$ cat config.mk
export PLATFORM = sky130hd
export DESIGN_NAME = acr_ctrl
export DESIGN_NICKNAME = d
export VERILOG_FILES = /design/src/rtl/acr_pkg.sv /design/src/rtl/acr_ctrl.sv /design/src/rtl/acr_sar_core.sv
export VERILOG_INCLUDE_DIRS = /design/src /design/src/rtl
export SDC_FILE = /design/constraint.sdc
export NUM_CORES = 1
export LEC_CHECK = 0
export ABC_CLOCK_PERIOD_IN_PS = 2700
export BUFFER_PORTS_ARGS = -buffer_cell sky130_fd_sc_hd__buf_2
export CORE_UTILIZATION = 53
export CTS_CLUSTER_DIAMETER = 150
export CTS_CLUSTER_SIZE = 8
export DETAILED_ROUTE_END_ITERATION = 10
export GPL_TIMING_DRIVEN = 0
export PLACE_DENSITY = 0.75
export SLEW_MARGIN = 0
export SYNTH_ARGS = -nofsm -noshare
export SYNTH_HDL_FRONTEND = slang
export SYNTH_SLANG_ARGS = --single-unit
$ cat constraint.sdc
create_clock -name clk -period 2.7 [get_ports clk]
set_clock_uncertainty 0.1 [all_clocks]
set_input_delay 0.27 -clock clk [delete_from_list [all_inputs] [get_ports clk]]
set_output_delay 0.27 -clock clk [all_outputs]
set_load 0.02 [all_outputs]
$ cat src/rtl/acr_defines.svh
// Purpose: offsets, field positions, reset values and timing for the converter control block
// Assumes: byte-wide register port, single 125 MHz clock
// Notes:   included by every file of the block except the type package
// Function
// - A read of the low result byte freezes both result bytes.
// - The freeze ends on a read of the high result byte or while converter-on is clear.
// - While frozen, new results are held back and written only after the high byte read.
// - The wait low-power state has no effect on the converter or its registers.
// - Halt disables the converter; after wake-up a settle interval passes before converting.
// - The done flag in bit 7 is set on completion, cleared by a high byte read or a control/status write.
// - The control/status register is read/write except read-only bit 7, reset to zero.
// - Converter clock is cpu/2, cpu/1 (at or below 4 MHz), cpu/4 or cpu/2 by slow/speed.
// - Setting converter-on powers and starts the converter; clearing it stops conversion.
// - The 4-bit channel field selects input 0 to 15 by its binary value.
// - The high result byte is read-only, resets to zero and holds result bits 9 to 2.
// - The low result byte is read-only, resets to zero, bits 7:2 read zero, 1:0 hold bits 1:0.
// - Control/status, high and low result sit at 45h, 46h and 47h.
// - Once on, the converter converts the selected channel again and again.
// - A write that changes the channel aborts, clears done and restarts on the new input.
// - Inputs above full scale give 3FFh, below zero scale give 000h, with no overflow flag.
`ifndef ACR_DEFINES_SVH
`define ACR_DEFINES_SVH
`define ACR_OFS_CSR    8'h45
`define ACR_OFS_HI     8'h46
`define ACR_OFS_LO     8'h47
`define ACR_OFS_IRQST  8'h48
`define ACR_OFS_IRQMSK 8'h49
`define ACR_CSR_DONE   7
`define ACR_CSR_SPEED  6
`define ACR_CSR_ON     5
`define ACR_CSR_SLOW   4
`define ACR_CSR_RST    8'h00
`define ACR_RES_RST    10'h000
`define ACR_RES_FULL   10'h3FF
`define ACR_RES_MSB    10'h200
`define ACR_CLK_MHZ    125
`define ACR_SETTLE_NS  1000
`define ACR_SAMPLE_TK  4
`define ACR_BIT_TK     4
`define ACR_RES_BITS   10
`endif

$ cat src/rtl/acr_pkg.sv
// Purpose: shared types of the converter control block
// Assumes: fixed 10-bit result
// Notes:   state structs are registered whole by each module
package acr_pkg;
  // sequencer phases, gray along idle, sample, convert
  typedef enum logic [1:0] {
    ACR_IDLE   = 2'b00,
    ACR_SAMPLE = 2'b01,
    ACR_CONV   = 2'b11
  } acr_phase_t;

  typedef struct packed {
    acr_phase_t phase;
    logic [3:0] tk;
    logic [3:0] bitn;
    logic [9:0] trial;
    logic [9:0] res;
    logic       sample;
    logic       done;
    logic       allhi;
    logic       alllo;
  } acr_core_t;

  typedef struct packed {
    logic        speed;
    logic        on;
    logic        slow;
    logic [3:0]  chan;
    logic        eoc;
    logic [7:0]  hi;
    logic [1:0]  lo;
    logic        lock;
    logic        pend_v;
    logic [9:0]  pend;
    logic [1:0]  div;
    logic        tick;
    logic        abort;
    logic [15:0] settle;
    logic        irq_st;
    logic        irq_msk;
    logic        irq;
    logic [7:0]  rdata;
    logic        cmp_s1;
    logic        cmp_s2;
    logic        pwr;
  } acr_top_t;
endpackage

$ cat src/rtl/acr_ctrl.sv
// Purpose: register file, clock divider, result lock and power handling of the converter
// Assumes: byte register port, halt request from the power controller on the same clock
// Notes:   wait mode is invisible here; the block just keeps running through it
`timescale 1ns/100ps
`include "acr_defines.svh"
module acr_ctrl
  import acr_pkg::*;
#(
  parameter int SETTLE_NS    = `ACR_SETTLE_NS,
  parameter int SAMPLE_TICKS = `ACR_SAMPLE_TK,
  parameter int BIT_TICKS    = `ACR_BIT_TK
) (
  // clock and reset
  input  wire logic       clk,
  input  wire logic       arst_n,
  // register port
  input  wire logic [7:0] bus_addr,
  input  wire logic [7:0] bus_wdata,
  input  wire logic       bus_wr,
  input  wire logic       bus_rd,
  output logic [7:0]      bus_rdata,
  // power management
  input  wire logic       halt_mode,
  // analog core
  input  wire logic       cmp_in,
  output logic            conv_power,
  output logic [3:0]      chan_sel,
  output logic            sample_hold,
  output logic [9:0]      dac_trial,
  // interrupt
  output logic            irq
);
  localparam int WAKE_CYC = (SETTLE_NS * `ACR_CLK_MHZ + 999) / 1000;

  if (WAKE_CYC < 1 || WAKE_CYC > 65535)
    $error("acr_ctrl: settle count out of range");

  // reset release through two flops
  logic [1:0] rst_sync_q;
  logic       rst_n;
  always_ff @(posedge clk or negedge arst_n) begin
    if (!arst_n) rst_sync_q <= 2'b00;
    else         rst_sync_q <= {rst_sync_q[0], 1'b1};
  end
  assign rst_n = rst_sync_q[1];

  // divide ratio minus one for slow and speed
  function automatic logic [1:0] div_ratio(input logic slow, input logic speed);
    logic [1:0] r;
    r = 2'd1;
    if (!slow && speed)      r = 2'd0;
    else if (slow && !speed) r = 2'd3;
    return r;
  endfunction

  acr_top_t   q, d;
  logic       wr_csr;
  logic       wr_ist;
  logic       wr_msk;
  logic       rd_csr;
  logic       rd_hi;
  logic       rd_lo;
  logic       rd_ist;
  logic       rd_msk;
  logic       chan_chg;
  logic       gate;
  logic       unlock_now;
  logic       lock_eff;
  logic       res_wr;
  logic [9:0] res_val;
  logic       run_core;
  logic       core_done;
  logic [9:0] core_res;

  // address decode
  always_comb begin
    wr_csr = 1'b0;
    wr_ist = 1'b0;
    wr_msk = 1'b0;
    rd_csr = 1'b0;
    rd_hi  = 1'b0;
    rd_lo  = 1'b0;
    rd_ist = 1'b0;
    rd_msk = 1'b0;
    if (bus_addr == `ACR_OFS_CSR) begin
      wr_csr = bus_wr;
      rd_csr = bus_rd;
    end else if (bus_addr == `ACR_OFS_HI) begin
      rd_hi = bus_rd;
    end else if (bus_addr == `ACR_OFS_LO) begin
      rd_lo = bus_rd;
    end else if (bus_addr == `ACR_OFS_IRQST) begin
      wr_ist = bus_wr;
      rd_ist = bus_rd;
    end else if (bus_addr == `ACR_OFS_IRQMSK) begin
      wr_msk = bus_wr;
      rd_msk = bus_rd;
    end
  end

  // channel change and power-off both kill the result in flight
  assign chan_chg   = wr_csr && (bus_wdata[3:0] != q.chan);
  assign gate       = chan_chg || q.abort || !q.on;
  assign unlock_now = q.lock && (rd_hi || !q.on);
  // a completion that lands in the very cycle of the low read must wait too,
  // or the high byte would come from a newer sample than the low byte just read
  assign lock_eff   = (q.lock && !unlock_now) || (rd_lo && q.on);
  // halt, settle and abort hold the sequencer idle
  assign run_core   = q.pwr && (q.settle == 16'h0000) && !q.abort;

  // result write: fresh when unlocked, pending one on release
  always_comb begin
    res_wr  = 1'b0;
    res_val = core_res;
    if (core_done && !gate && !lock_eff) begin
      res_wr = 1'b1;
    end else if (unlock_now && q.pend_v && q.on) begin
      res_wr  = 1'b1;
      res_val = q.pend;
    end
  end

  // next state of the whole block
  always_comb begin
    d = q;
    // control/status fields; bit 7 is never taken from the bus
    if (wr_csr) begin
      d.speed = bus_wdata[`ACR_CSR_SPEED];
      d.on    = bus_wdata[`ACR_CSR_ON];
      d.slow  = bus_wdata[`ACR_CSR_SLOW];
      d.chan  = bus_wdata[3:0];
    end
    d.abort = chan_chg;
    // done flag: clears first so that a completion wins
    if (wr_csr || rd_hi) d.eoc = 1'b0;
    if (res_wr)          d.eoc = 1'b1;
    // freeze of both result bytes
    if (rd_lo && q.on)   d.lock = 1'b1;
    else if (unlock_now) d.lock = 1'b0;
    // results and held-back sample
    if (res_wr) begin
      d.hi     = res_val[9:2];
      d.lo     = res_val[1:0];
      d.pend_v = 1'b0;
    end else if (core_done && !gate && lock_eff) begin
      d.pend   = core_res; // newest sample kept, older ones dropped
      d.pend_v = 1'b1;
    end
    if (!q.on) d.pend_v = 1'b0;
    // converter tick from the cpu clock
    if (q.div >= div_ratio(q.slow, q.speed)) begin
      d.div  = 2'd0;
      d.tick = 1'b1;
    end else begin
      d.div  = q.div + 2'd1;
      d.tick = 1'b0;
    end
    // power and wake-up settle; wait mode needs nothing here
    d.pwr = q.on && !halt_mode;
    if (halt_mode)                  d.settle = 16'(WAKE_CYC);
    else if (q.settle != 16'h0000)  d.settle = q.settle - 16'h0001;
    // interrupt status, write one to clear, set wins
    if (wr_ist && bus_wdata[0]) d.irq_st = 1'b0;
    if (res_wr)                 d.irq_st = 1'b1;
    if (wr_msk)                 d.irq_msk = bus_wdata[0];
    d.irq = q.irq_st && q.irq_msk;
    // comparator pin synchroniser
    d.cmp_s1 = cmp_in;
    d.cmp_s2 = q.cmp_s1;
    // read data valid only in the cycle after the strobe
    d.rdata = 8'h00;
    if (rd_csr)      d.rdata = {q.eoc, q.speed, q.on, q.slow, q.chan};
    else if (rd_hi)  d.rdata = q.hi;
    else if (rd_lo)  d.rdata = {6'h00, q.lo};
    else if (rd_ist) d.rdata = {7'h00, q.irq_st};
    else if (rd_msk) d.rdata = {7'h00, q.irq_msk};
  end

  // all block state, reset to zero
  always_ff @(posedge clk or negedge rst_n) begin
    if (!rst_n) q <= '0;
    else        q <= d;
  end

  // sequencer
  acr_sar_core #(
    .SAMPLE_TICKS (SAMPLE_TICKS),
    .BIT_TICKS    (BIT_TICKS)
  ) u_core (
    .clk    (clk),
    .rst_n  (rst_n),
    .run    (run_core),
    .tick   (q.tick),
    .comp   (q.cmp_s2),
    .trial  (dac_trial),
    .sample (sample_hold),
    .done   (core_done),
    .result (core_res)
  );

  // outputs straight from flops
  assign bus_rdata  = q.rdata;
  assign conv_power = q.pwr;
  assign chan_sel   = q.chan;
  assign irq        = q.irq;

  logic is4;
  logic is1;
  logic is2;
  assign is4 = q.slow && !q.speed;
  assign is1 = !q.slow && q.speed;
  assign is2 = q.slow == q.speed;
endmodule

$ cat src/rtl/acr_sar_core.sv
// Purpose: successive-approximation sequencer driven by converter ticks
// Assumes: comparator input already synchronised, high when input >= trial code
// Notes:   comparator sync lag needs at least three ticks per bit
`timescale 1ns/100ps
`include "acr_defines.svh"
module acr_sar_core
  import acr_pkg::*;
#(
  parameter int SAMPLE_TICKS = `ACR_SAMPLE_TK,
  parameter int BIT_TICKS    = `ACR_BIT_TK
) (
  // clock and reset
  input  wire logic       clk,
  input  wire logic       rst_n,
  // control
  input  wire logic       run,
  input  wire logic       tick,
  input  wire logic       comp,
  // trial code, sample strobe and results
  output logic [9:0]      trial,
  output logic            sample,
  output logic            done,
  output logic [9:0]      result
);
  localparam int TOTAL = SAMPLE_TICKS + `ACR_RES_BITS * BIT_TICKS;

  if (SAMPLE_TICKS < 1 || SAMPLE_TICKS > 15 || BIT_TICKS < 3 || BIT_TICKS > 15)
    $error("acr_sar_core: tick counts out of range");

  acr_core_t q, d;
  logic [7:0] hc_q;

  // trial code with the decided bit kept or dropped
  logic [9:0] keep;
  always_comb begin
    keep = comp ? q.trial : (q.trial & ~(10'h001 << q.bitn));
  end

  // one bit decided per BIT_TICKS ticks, restart at once when done
  always_comb begin
    d      = q;
    d.done = 1'b0;
    if (!run) begin
      d.phase  = ACR_IDLE;
      d.sample = 1'b0;
      d.trial  = `ACR_RES_RST;
      d.tk     = 4'h0;
    end else if (tick) begin
      case (q.phase)
        ACR_IDLE: begin
          d.phase  = ACR_SAMPLE;
          d.sample = 1'b1;
          d.tk     = 4'h0;
        end
        ACR_SAMPLE: begin
          if (q.tk == 4'(SAMPLE_TICKS - 1)) begin
            d.phase  = ACR_CONV;
            d.sample = 1'b0;
            d.tk     = 4'h0;
            d.bitn   = 4'h9;
            d.trial  = `ACR_RES_MSB;
            d.allhi  = 1'b1;
            d.alllo  = 1'b1;
          end else begin
            d.tk = q.tk + 4'h1;
          end
        end
        ACR_CONV: begin
          if (q.tk == 4'(BIT_TICKS - 1)) begin
            d.tk    = 4'h0;
            d.allhi = q.allhi & comp;
            d.alllo = q.alllo & ~comp;
            if (q.bitn == 4'h0) begin
              d.res    = keep; // result and done leave together
              d.done   = 1'b1;
              d.phase  = ACR_SAMPLE; // continuous conversion
              d.sample = 1'b1;
              d.trial  = `ACR_RES_RST;
            end else begin
              d.bitn  = q.bitn - 4'h1;
              d.trial = keep | (10'h001 << (q.bitn - 4'h1));
            end
          end else begin
            d.tk = q.tk + 4'h1;
          end
        end
        default: d.phase = ACR_IDLE;
      endcase
    end
  end

  always_ff @(posedge clk or negedge rst_n) begin
    if (!rst_n) q <= '0;
    else        q <= d;
  end

  // tick count since sampling began, read only by the checks
  always_ff @(posedge clk or negedge rst_n) begin
    if (!rst_n)                          hc_q <= 8'h00;
    else if (!run)                       hc_q <= 8'h00;
    else if (tick && d.sample && !q.sample) hc_q <= 8'h00;
    else if (tick && d.done)             hc_q <= 8'h00;
    else if (tick)                       hc_q <= hc_q + 8'h01;
  end

  assign trial  = q.trial;
  assign sample = q.sample;
  assign done   = q.done;
  assign result = q.res;
endmodule
==> results of run 1 <==
## cell families after synthesis
group,after synthesis,synth area share [%]
compound gates,89,12.5
xor+xnor,14,2.49
fa+ha+maj,10,2.54
buf+inv,55,6.15
flops,98,49.8
mux,41,9.76
other cells,1,0.0762
simple gates,138,16.7
## flip-flops by register name, indices dropped and copies added (netlist names)
signal	flops
u_core.q	10
u_core.trial	10
bus_rdata	8
u_core.sample	1
u_core.result	10
irq	1
d	1
q	49
rst_sync_q	2
u_core.done	1
conv_power	1
chan_sel	4
## final timing paths
path | end | from | cells past startpoint
max in group asynchronous | q[42] | rst_sync_q[1] | 1
min in group asynchronous | rst_sync_q[1] | arst_n | 2
worst max-delay path | u_core.result[6] | q[17] | 7
worst min-delay path | q[61] | bus_wdata[4] | 2
worst max register to register | u_core.result[6] | q[17] | 7
worst min register to register | q[19] | rst_sync_q[1] | 0
## cells in the mapped netlist, types with 5 or more instances
cell type / instances / share of area, %
a22o_1: 7 / 1.2
a21oi_1: 17 / 1.7
nor3b_1: 5 / 0.76
xnor2_1: 6 / 1.1
clkbuf_1: 13 / 0.99
nand2_1: 25 / 1.9
o31a_1: 5 / 0.89
mux2_2: 20 / 4.6
o21ai_0: 22 / 2.2
buf_4: 23 / 3.5
nor2b_1: 6 / 0.76
ha_1: 10 / 2.5
mux2_4: 9 / 2.7
xor2_1: 8 / 1.4
nand4_1: 8 / 1.0
mux2i_1: 12 / 2.4
nor2_1: 32 / 2.4
nand3_1: 18 / 1.8
dfrtp_1: 98 / 50
inv_1: 16 / 1.2
o31ai_1: 5 / 0.76
## power groups by stage
stage / Sequential (mW) / Combinational (mW) / Clock [mW]
finish: 1.55 / 0.217 / 0.962
global placement: 1.59 / 0.186 / 0
floorplan: 1.58 / 0.136 / 0
detailed placement: 1.58 / 0.213 / 0
global route: 1.56 / 0.249 / 1.04
CTS: 1.55 / 0.217 / 0.985
## metrics by stage
| step | instances | area (um^2) |
|---|---|---|
| after floorplan | 446 | 4920 |
| after global placement | 599 | 5290 |
| after detailed placement | 600 | 5320 |
| after CTS | 619 | 5560 |
| after global routing | 625 | 5620 |
| final | 625 | 5620 |
## per-layer routing
layer	vias up	GRT usage (%)	share of wire, %
met1	1768	27.9	45
li1	1724	-	-
met4	0	8.61	2.2
met2	110	37.8	49
met3	21	4.15	4.1
met5	-	0	0
## timing repair
item / CTS / global route
hold buffers: 3 / 0
hold endpoints to repair: 4 / 0
pin swaps: 1 / 4
gates resized for setup: 3 / 2
endpoints found under the setup margin: 11 / 14
setup buffers: 0 / 6
## final cells by class
cell class | instances | area, um^2
fill | 724 | 3230
sequential | 98 | 2460
multi-input combinational | 293 | 2190
timing repair buffer | 55 | 328
buffer | 39 | 243
tap | 108 | 135
clock buffer | 9 | 124
clock inverter | 7 | 78.8
inverter | 16 | 60.1
==> results.txt, run 1 <==
* Residual DRC: 0
* Syn Area/Cell: 11.0 um^2
- Per report_power, the sequential group accounts for 56.8% of the total.
- TritonCTS built the clock tree.
* Leakage power figure: 2.58 nW
- Share of total power consumed by net switching: around 28%
- Data required time of the critical path: 2.86 ns
- Number of global-route vias before repair: roughly 3.7k
* Gate count of the mapped netlist: ~450
- The clock network is responsible for 35.2% of the overall power.
* Endpoint kind of the worst setup timing path: flop
- Once layout is complete, the utilization of the core stands at between 60 and 70%.
- Number of enable flip-flop cells after synthesis: 0
- Summed over all nets, the half-perimeter wirelength after detailed placement is 6.98 mm.
* Global-route wire length before repair: approximately 17 mm
* Initial standard-cell utilization of the core: between 50% and 60%
- Standard cell core area: ~9000 um^2
- Setup violations remaining at the end of the flow were counted as 0.
- The signal on the critical path passes through or4_4, nor4_4, buf_4, nand3b_4, nor3_4, buf_6, mux2_4.
* Synth async-reset ratio: 100%
* Number of buffers and inverters on the critical path: 2
* Die height: a little under 100 um
- The floorplan step defined a die boundary enclosing approximately 9700 um^2.
- Summed over all nets, the switching power comes to between 700 and 800 uW.
- The library cell used most frequently in the layout, excluding fill and tap cells, is dfrtp_1.
* Total Routing Usage GR: roughly 22%
- The number of pins with negative max-slew slack in the final report came to 0.
* Synthesis warning total: 0
* Skew-Pair Late Insertion Delay: 0.38 ns
- The worst setup path is launched from a flop.
* Power density normalized to cell area: slightly below 500 nW/um^2
- Final cycle utilization of the critical path: approximately 95%
- Share of cells above drive strength 1: a little over a quarter
- Number of antenna diodes: 0
- Total power for the finished layout comes to around 2.7 mW.
* DRT iter0 DRCs: between 200 and 250
- In this run the register-to-register setup slack is roughly 0.13 ns.
- The mapped netlist covers ~5000 um^2.
* Number of buffers created by CTS: 9
- After synthesis, flip-flops and latches occupy 49.8% of the total area.
* Root Buffer: clkbuf_8
* Internal power contribution: roughly 2 mW
- Syn_nets: approximately 480
* Placer congestion estimate: between 0.8 and 0.9
- WL/cell: about 16 um
* # Max-Cap Violations: 0
- The path class of the tightest hold or removal check is in -> reg.
* Largest driver fanout on the critical path: 10
* Outcome: finished clean
* Maximum clock insertion buffer count: 2
- After global routing the overflow that remains totals 0.
* Buffers added on ports: 45
- H-tree depth: 3
- The largest single stage delay on the critical path is roughly 0.60 ns.
- Worst-path cell with the longest stage delay: or4_4
- Final Worst Setup Slack: 0.129 ns
- Maximum number of pins on one net before global-route repair: 60
* Top-Level Pins: between 40 and 50
* Setup TNS after final layout: 0 ns
- The clock drives 98 sinks.
- The worst setup path is of the reg -> reg kind.
- Commonest non-fill, non-tap cells in the layout: 97 x dfrtp_1, 47 x buf_2, 32 x nor2_1
- Proportion of power drawn by combinational gates: roughly 8%
- Unrepaired setup endpoints after global routing: no
- Vias per Instance: roughly 5.8
- Aggregate routed wire length: roughly 10 mm
- The netlist uses 65 different library cells.
- Count of state elements after synthesis: 98
* Final hold violations: 0
- Top delay family on crit path: simple AND/OR/NAND/NOR gates
- Synth-to-Final Area Change: 14.1%
- Max-slew headroom at the worst pin: between 40% and 50%
- Post-layout net count: 544
- At the placement stage, the worst setup path has a slack of -0.0391 ns.
- For the worst setup path, the data arrival time is about 2.7 ns.
- Chip width: 98.4 um
- Worst voltage drop across the vdd grid: between 0.3 and 0.4 mV
- The count of nets left with antenna violations once routing finished came out at 0.
- Clock-pin slew on the worst setup and hold paths: between 0.1 and 0.15 ns
* Maximum clock frequency: about 400 MHz
* Total vias in the final route: between 3k and 4k
- Minimum clock period after layout: approximately 2.6 ns
* Detailed Routing Iterations Pass 1: 8
- Top flip-flop cell by instance count after synthesis: dfrtp_1
- On the final layout, the worst hold slack is between 0.015 and 0.02 ns.
* Number of antenna violations at the first check in global routing: 0
- The floorplan has 34 rows.
* Pin slew with the least headroom to its limit: between 0.8 and 0.9 ns
Note: power is estimated with default switching activity, not from simulation.
==> run 2: changes to the inputs <==
Settings changed: BUFFER_PORTS_ARGS -buffer_cell sky130_fd_sc_hd__buf_2 to -buffer_cell sky130_fd_sc_hd__buf_4, CTS_CLUSTER_SIZE 8 to default.
==> run 2 against run 1 <==
  * The flow now finishes with violations (DRC)
  * Wire length decreased by 1.0%
  * Sequential cell count unchanged
  * Sequential power hardly changed
  * Critical endpoint is now u_core.q[24]
  * Largest power group unchanged
  * Highest routed layer unchanged
==> results.txt, run 2 (synthesis gave the netlist of run 1 again) <==
* Global-route wire length before repair: 16.7 mm (was 16.9 mm)
- Non-filler instance count after layout: 622 (was 625)
- Post-layout net count: 541 (was 544)
* Standard cell core area: 8850 um^2 (unchanged)
* Leakage power figure: 2.58 nW (about the same)
- Internal power contribution: 2.06 mW (was 1.97 mW)
* Top register by number of flip-flops: q (unchanged)
- The worst vdd rail ir drop came to 0.305 mV (was 0.316 mV).
- The total of endpoints with negative setup slack in the final report was 0 (unchanged).
* Placed insts: 600 (unchanged)
- The routability congestion estimate is 0.873 (was 0.882).
* Count of standard-cell rows: 34 (unchanged)
- Top delay family on crit path: simple AND/OR/NAND/NOR gates (unchanged)
- The average detailed-routed wire length per instance came to 15.8 um (about the same).
- The flip-flop count of the largest register, all copies and words added is 49 (unchanged).
- The worst hold slack after final layout was 0.0283 ns (was 0.0151 ns).
* Worst Setup Start Kind: flop (unchanged)
- Unrepaired setup endpoints after global routing: yes (was no).
* Proportion of power drawn by combinational gates: 8.4% (was 8.0%)
- The total met3 wirelength after detailed routing is 396 um (was 405 um).
- The headroom to the max-slew limit is 46.9% (was 45.9%).
- Worst hold path class: in -> reg (unchanged)
- The chip height was 98.4 um (unchanged).
- The worst reg-to-reg path cell count came to 7 (unchanged).
- Number of buffers created by CTS: 9 (unchanged)
* WS Path Type: reg -> reg (unchanged)
- Residual DRC: 2 (was 0)
- The routed length on met1 is 4.39 mm (was 4.44 mm).
- The endpoint type of the worst setup path is a flop (unchanged).
- H-tree depth: 3 (unchanged)
- Initial standard-cell utilization of the core: 55.6% (unchanged)
- CP Cell Sequence: ha_1, or3b_2, a311oi_1, nand4b_1, buf_4, a211oi_1, a21oi_1 (was or4_4, nor4_4, buf_4, nand3b_4, nor3_4, buf_6, mux2_4)
- The arrival time at the worst endpoint is 2.72 ns (was 2.73 ns).
- Number of buffers and inverters on the critical path: 1 (was 2)
* Minimum clock period after layout: 2.57 ns (about the same)
* Synth-to-Final Area Change: 15.9% (was 14.1%)
* Maximum number of pins on one net before global-route repair: 67 (was 60)
- The I/O pin count came to 47 (unchanged).
- The cell count along the critical path is 7 (unchanged).
* Part of the power in the clock network: 35.8% (was 35.2%)
- The HPWL reported at the end of detailed placement was 7.06 mm (was 6.98 mm).
- Largest driver fanout on the critical path: 6 (was 10)
- CTS tree: built (unchanged)
* Share of total power consumed by net switching: 25.7% (was 27.9%)
- Number of antenna violations at the first check in global routing: 0 (unchanged)
- The hold path depth is 2 (unchanged).
* Maximum clock frequency: 389 MHz (about the same)
* Outcome: finished with violations (was finished clean)
- Worst-path cell with the longest stage delay: or3b_2 (was or4_4)
- Total Routing Usage GR: 21.8% (was 22.1%)
- The total grt overflow is 0 (unchanged).
- The number of pins with negative max-slew slack in the final report was 0 (unchanged).
* Aggregate routed wire length: 9.81 mm (was 9.90 mm)
- The length of the first detailed-routing pass in iterations was 11 (was 8).
- Final hold violations: 0 (unchanged)
- The most common cell after layout, fill and taps aside is dfrtp_1 (unchanged).
- Share of cells above drive strength 1: 26.3% (was 26.9%)
- Skew-Pair Late Insertion Delay: 0.36 ns (was 0.38 ns)
- The port buffer count was 45 (unchanged).
- Number of antenna diodes: 0 (unchanged)
- The number of sinks driven by the clock tree was 98 (unchanged).
* Data required time of the critical path: 2.85 ns (was 2.86 ns)
* Maximum clock insertion buffer count: 2 (unchanged)
- Pin slew with the least headroom to its limit: 0.793 ns (was 0.807 ns)
- The number of global-route vias before repair is 3638 (was 3653).
* Highest metal layer used by the detailed router: met4 (unchanged)
- Commonest non-fill, non-tap cells in the layout: 97 x dfrtp_1, 71 x buf_4, 32 x nor2_1 (was 97 x dfrtp_1, 47 x buf_2, 32 x nor2_1).
- Final cycle utilization of the critical path: 95.2% (about the same)
- Met2 Wirelength: 4.84 mm (about the same)
* Largest incremental delay on the critical path: 0.54 ns (was 0.60 ns)
* Chip width: 98.4 um (unchanged)
- Power density normalized to cell area: 486 nW/um^2 (about the same)
* DRT iter0 DRCs: 181 (was 237)
* Root Buffer: clkbuf_8 (unchanged)
- Violated checks: DRC
- The area of the die is 9680 um^2 (unchanged).
- Sw Pwr: 712 uW (was 760 uW)
- The via count is 3595 (was 3623).
- Clock-pin slew on the worst setup and hold paths: 0.11 ns (was 0.12 ns)
* # Max-Cap Violations: 0 (unchanged)
- Remaining number of nets flagged by the antenna check after routing: 0 (unchanged)
- Proportion of power drawn by flip-flops and latches: 55.8% (was 56.8%)
- The total power draw was 2.77 mW (was 2.73 mW).
* Vias per Instance: 5.78 (was 5.80)
## run 2: changes by cell type in the layout (fill, tap and decap cells not counted), moves of 2 or more
cell,previous run,this run
buf_2,47,2
buf_4,29,71
inv_8,4,1
inv_6,0,2
## run 2: final cells by class
| type | count | area [um^2] |
|---|---|---|
| Multi-Input combinational cell | 293 | 2180 |
| Timing Repair Buffer | 52 | 418 |
| Clock buffer | 9 | 124 |
| Sequential cell | 98 | 2460 |
| Tap cell | 108 | 135 |
| Clock inverter | 7 | 92.6 |
| Buffer | 39 | 243 |
| Inverter | 16 | 60.1 |
| Fill cell | 696 | 3140 |
## run 2: power groups by stage
| stage | clock network [mW] | registers [mW] | logic (mW) |
|---|---|---|---|
| 6_report | 0.992 | 1.55 | 0.232 |
| 5_1_grt | 1.08 | 1.56 | 0.258 |
| 4_1_cts | 1.02 | 1.55 | 0.237 |
| 3_5_place_dp | 0 | 1.58 | 0.232 |
| 3_3_place_gp | 0 | 1.59 | 0.197 |
| 2_1_floorplan | 0 | 1.58 | 0.136 |
## run 2: metrics by stage
| step | area, um^2 | worst slack, ns | setup TNS [ns] | util, % |
|---|---|---|---|---|
| 2_1_floorplan | 4920 | 0.250 | 0 | - |
| 3_3_place_gp | 5400 | -0.0110 | -0.0860 | 61.0 |
| 3_5_place_dp | 5430 | -0.0272 | -0.168 | 61.3 |
| 4_1_cts | 5690 | 0.0145 | 0 | 64.3 |
| 5_1_grt | 5710 | -0.00704 | -0.00704 | 64.5 |
| 6_report | 5710 | 0.129 | 0 | 64.5 |
## run 2: routing by layer
layer  GRT usage, %  vias up
met2           36.7       90
met5              0        -
li1               -     1720
met4           8.27        0
met3           4.58       16
met1           27.8     1769
## run 2: worst paths after layout
path / startpoint / to / slack [ns]
hold reg to reg: rst_sync_q[1] / q[62] / 0.18
setup reg to reg: u_core.q[28] / u_core.q[24] / 0.13
max in group asynchronous: rst_sync_q[1] / u_core.result[6] / 1.67
min in group asynchronous: arst_n / rst_sync_q[1] / 0.12
setup / recovery: u_core.q[28] / u_core.q[24] / 0.13
hold / removal: bus_wdata[4] / q[61] / 0.03
## run 2: what timing repair did
action / in CTS / in global routing
pin swaps: 1 / 2
endpoints found under the setup margin: 10 / 13
hold buffers: 3 / 0
hold endpoints to repair: 4 / 0
gates resized for setup: 1 / 2
buffers inserted: 1 / 2
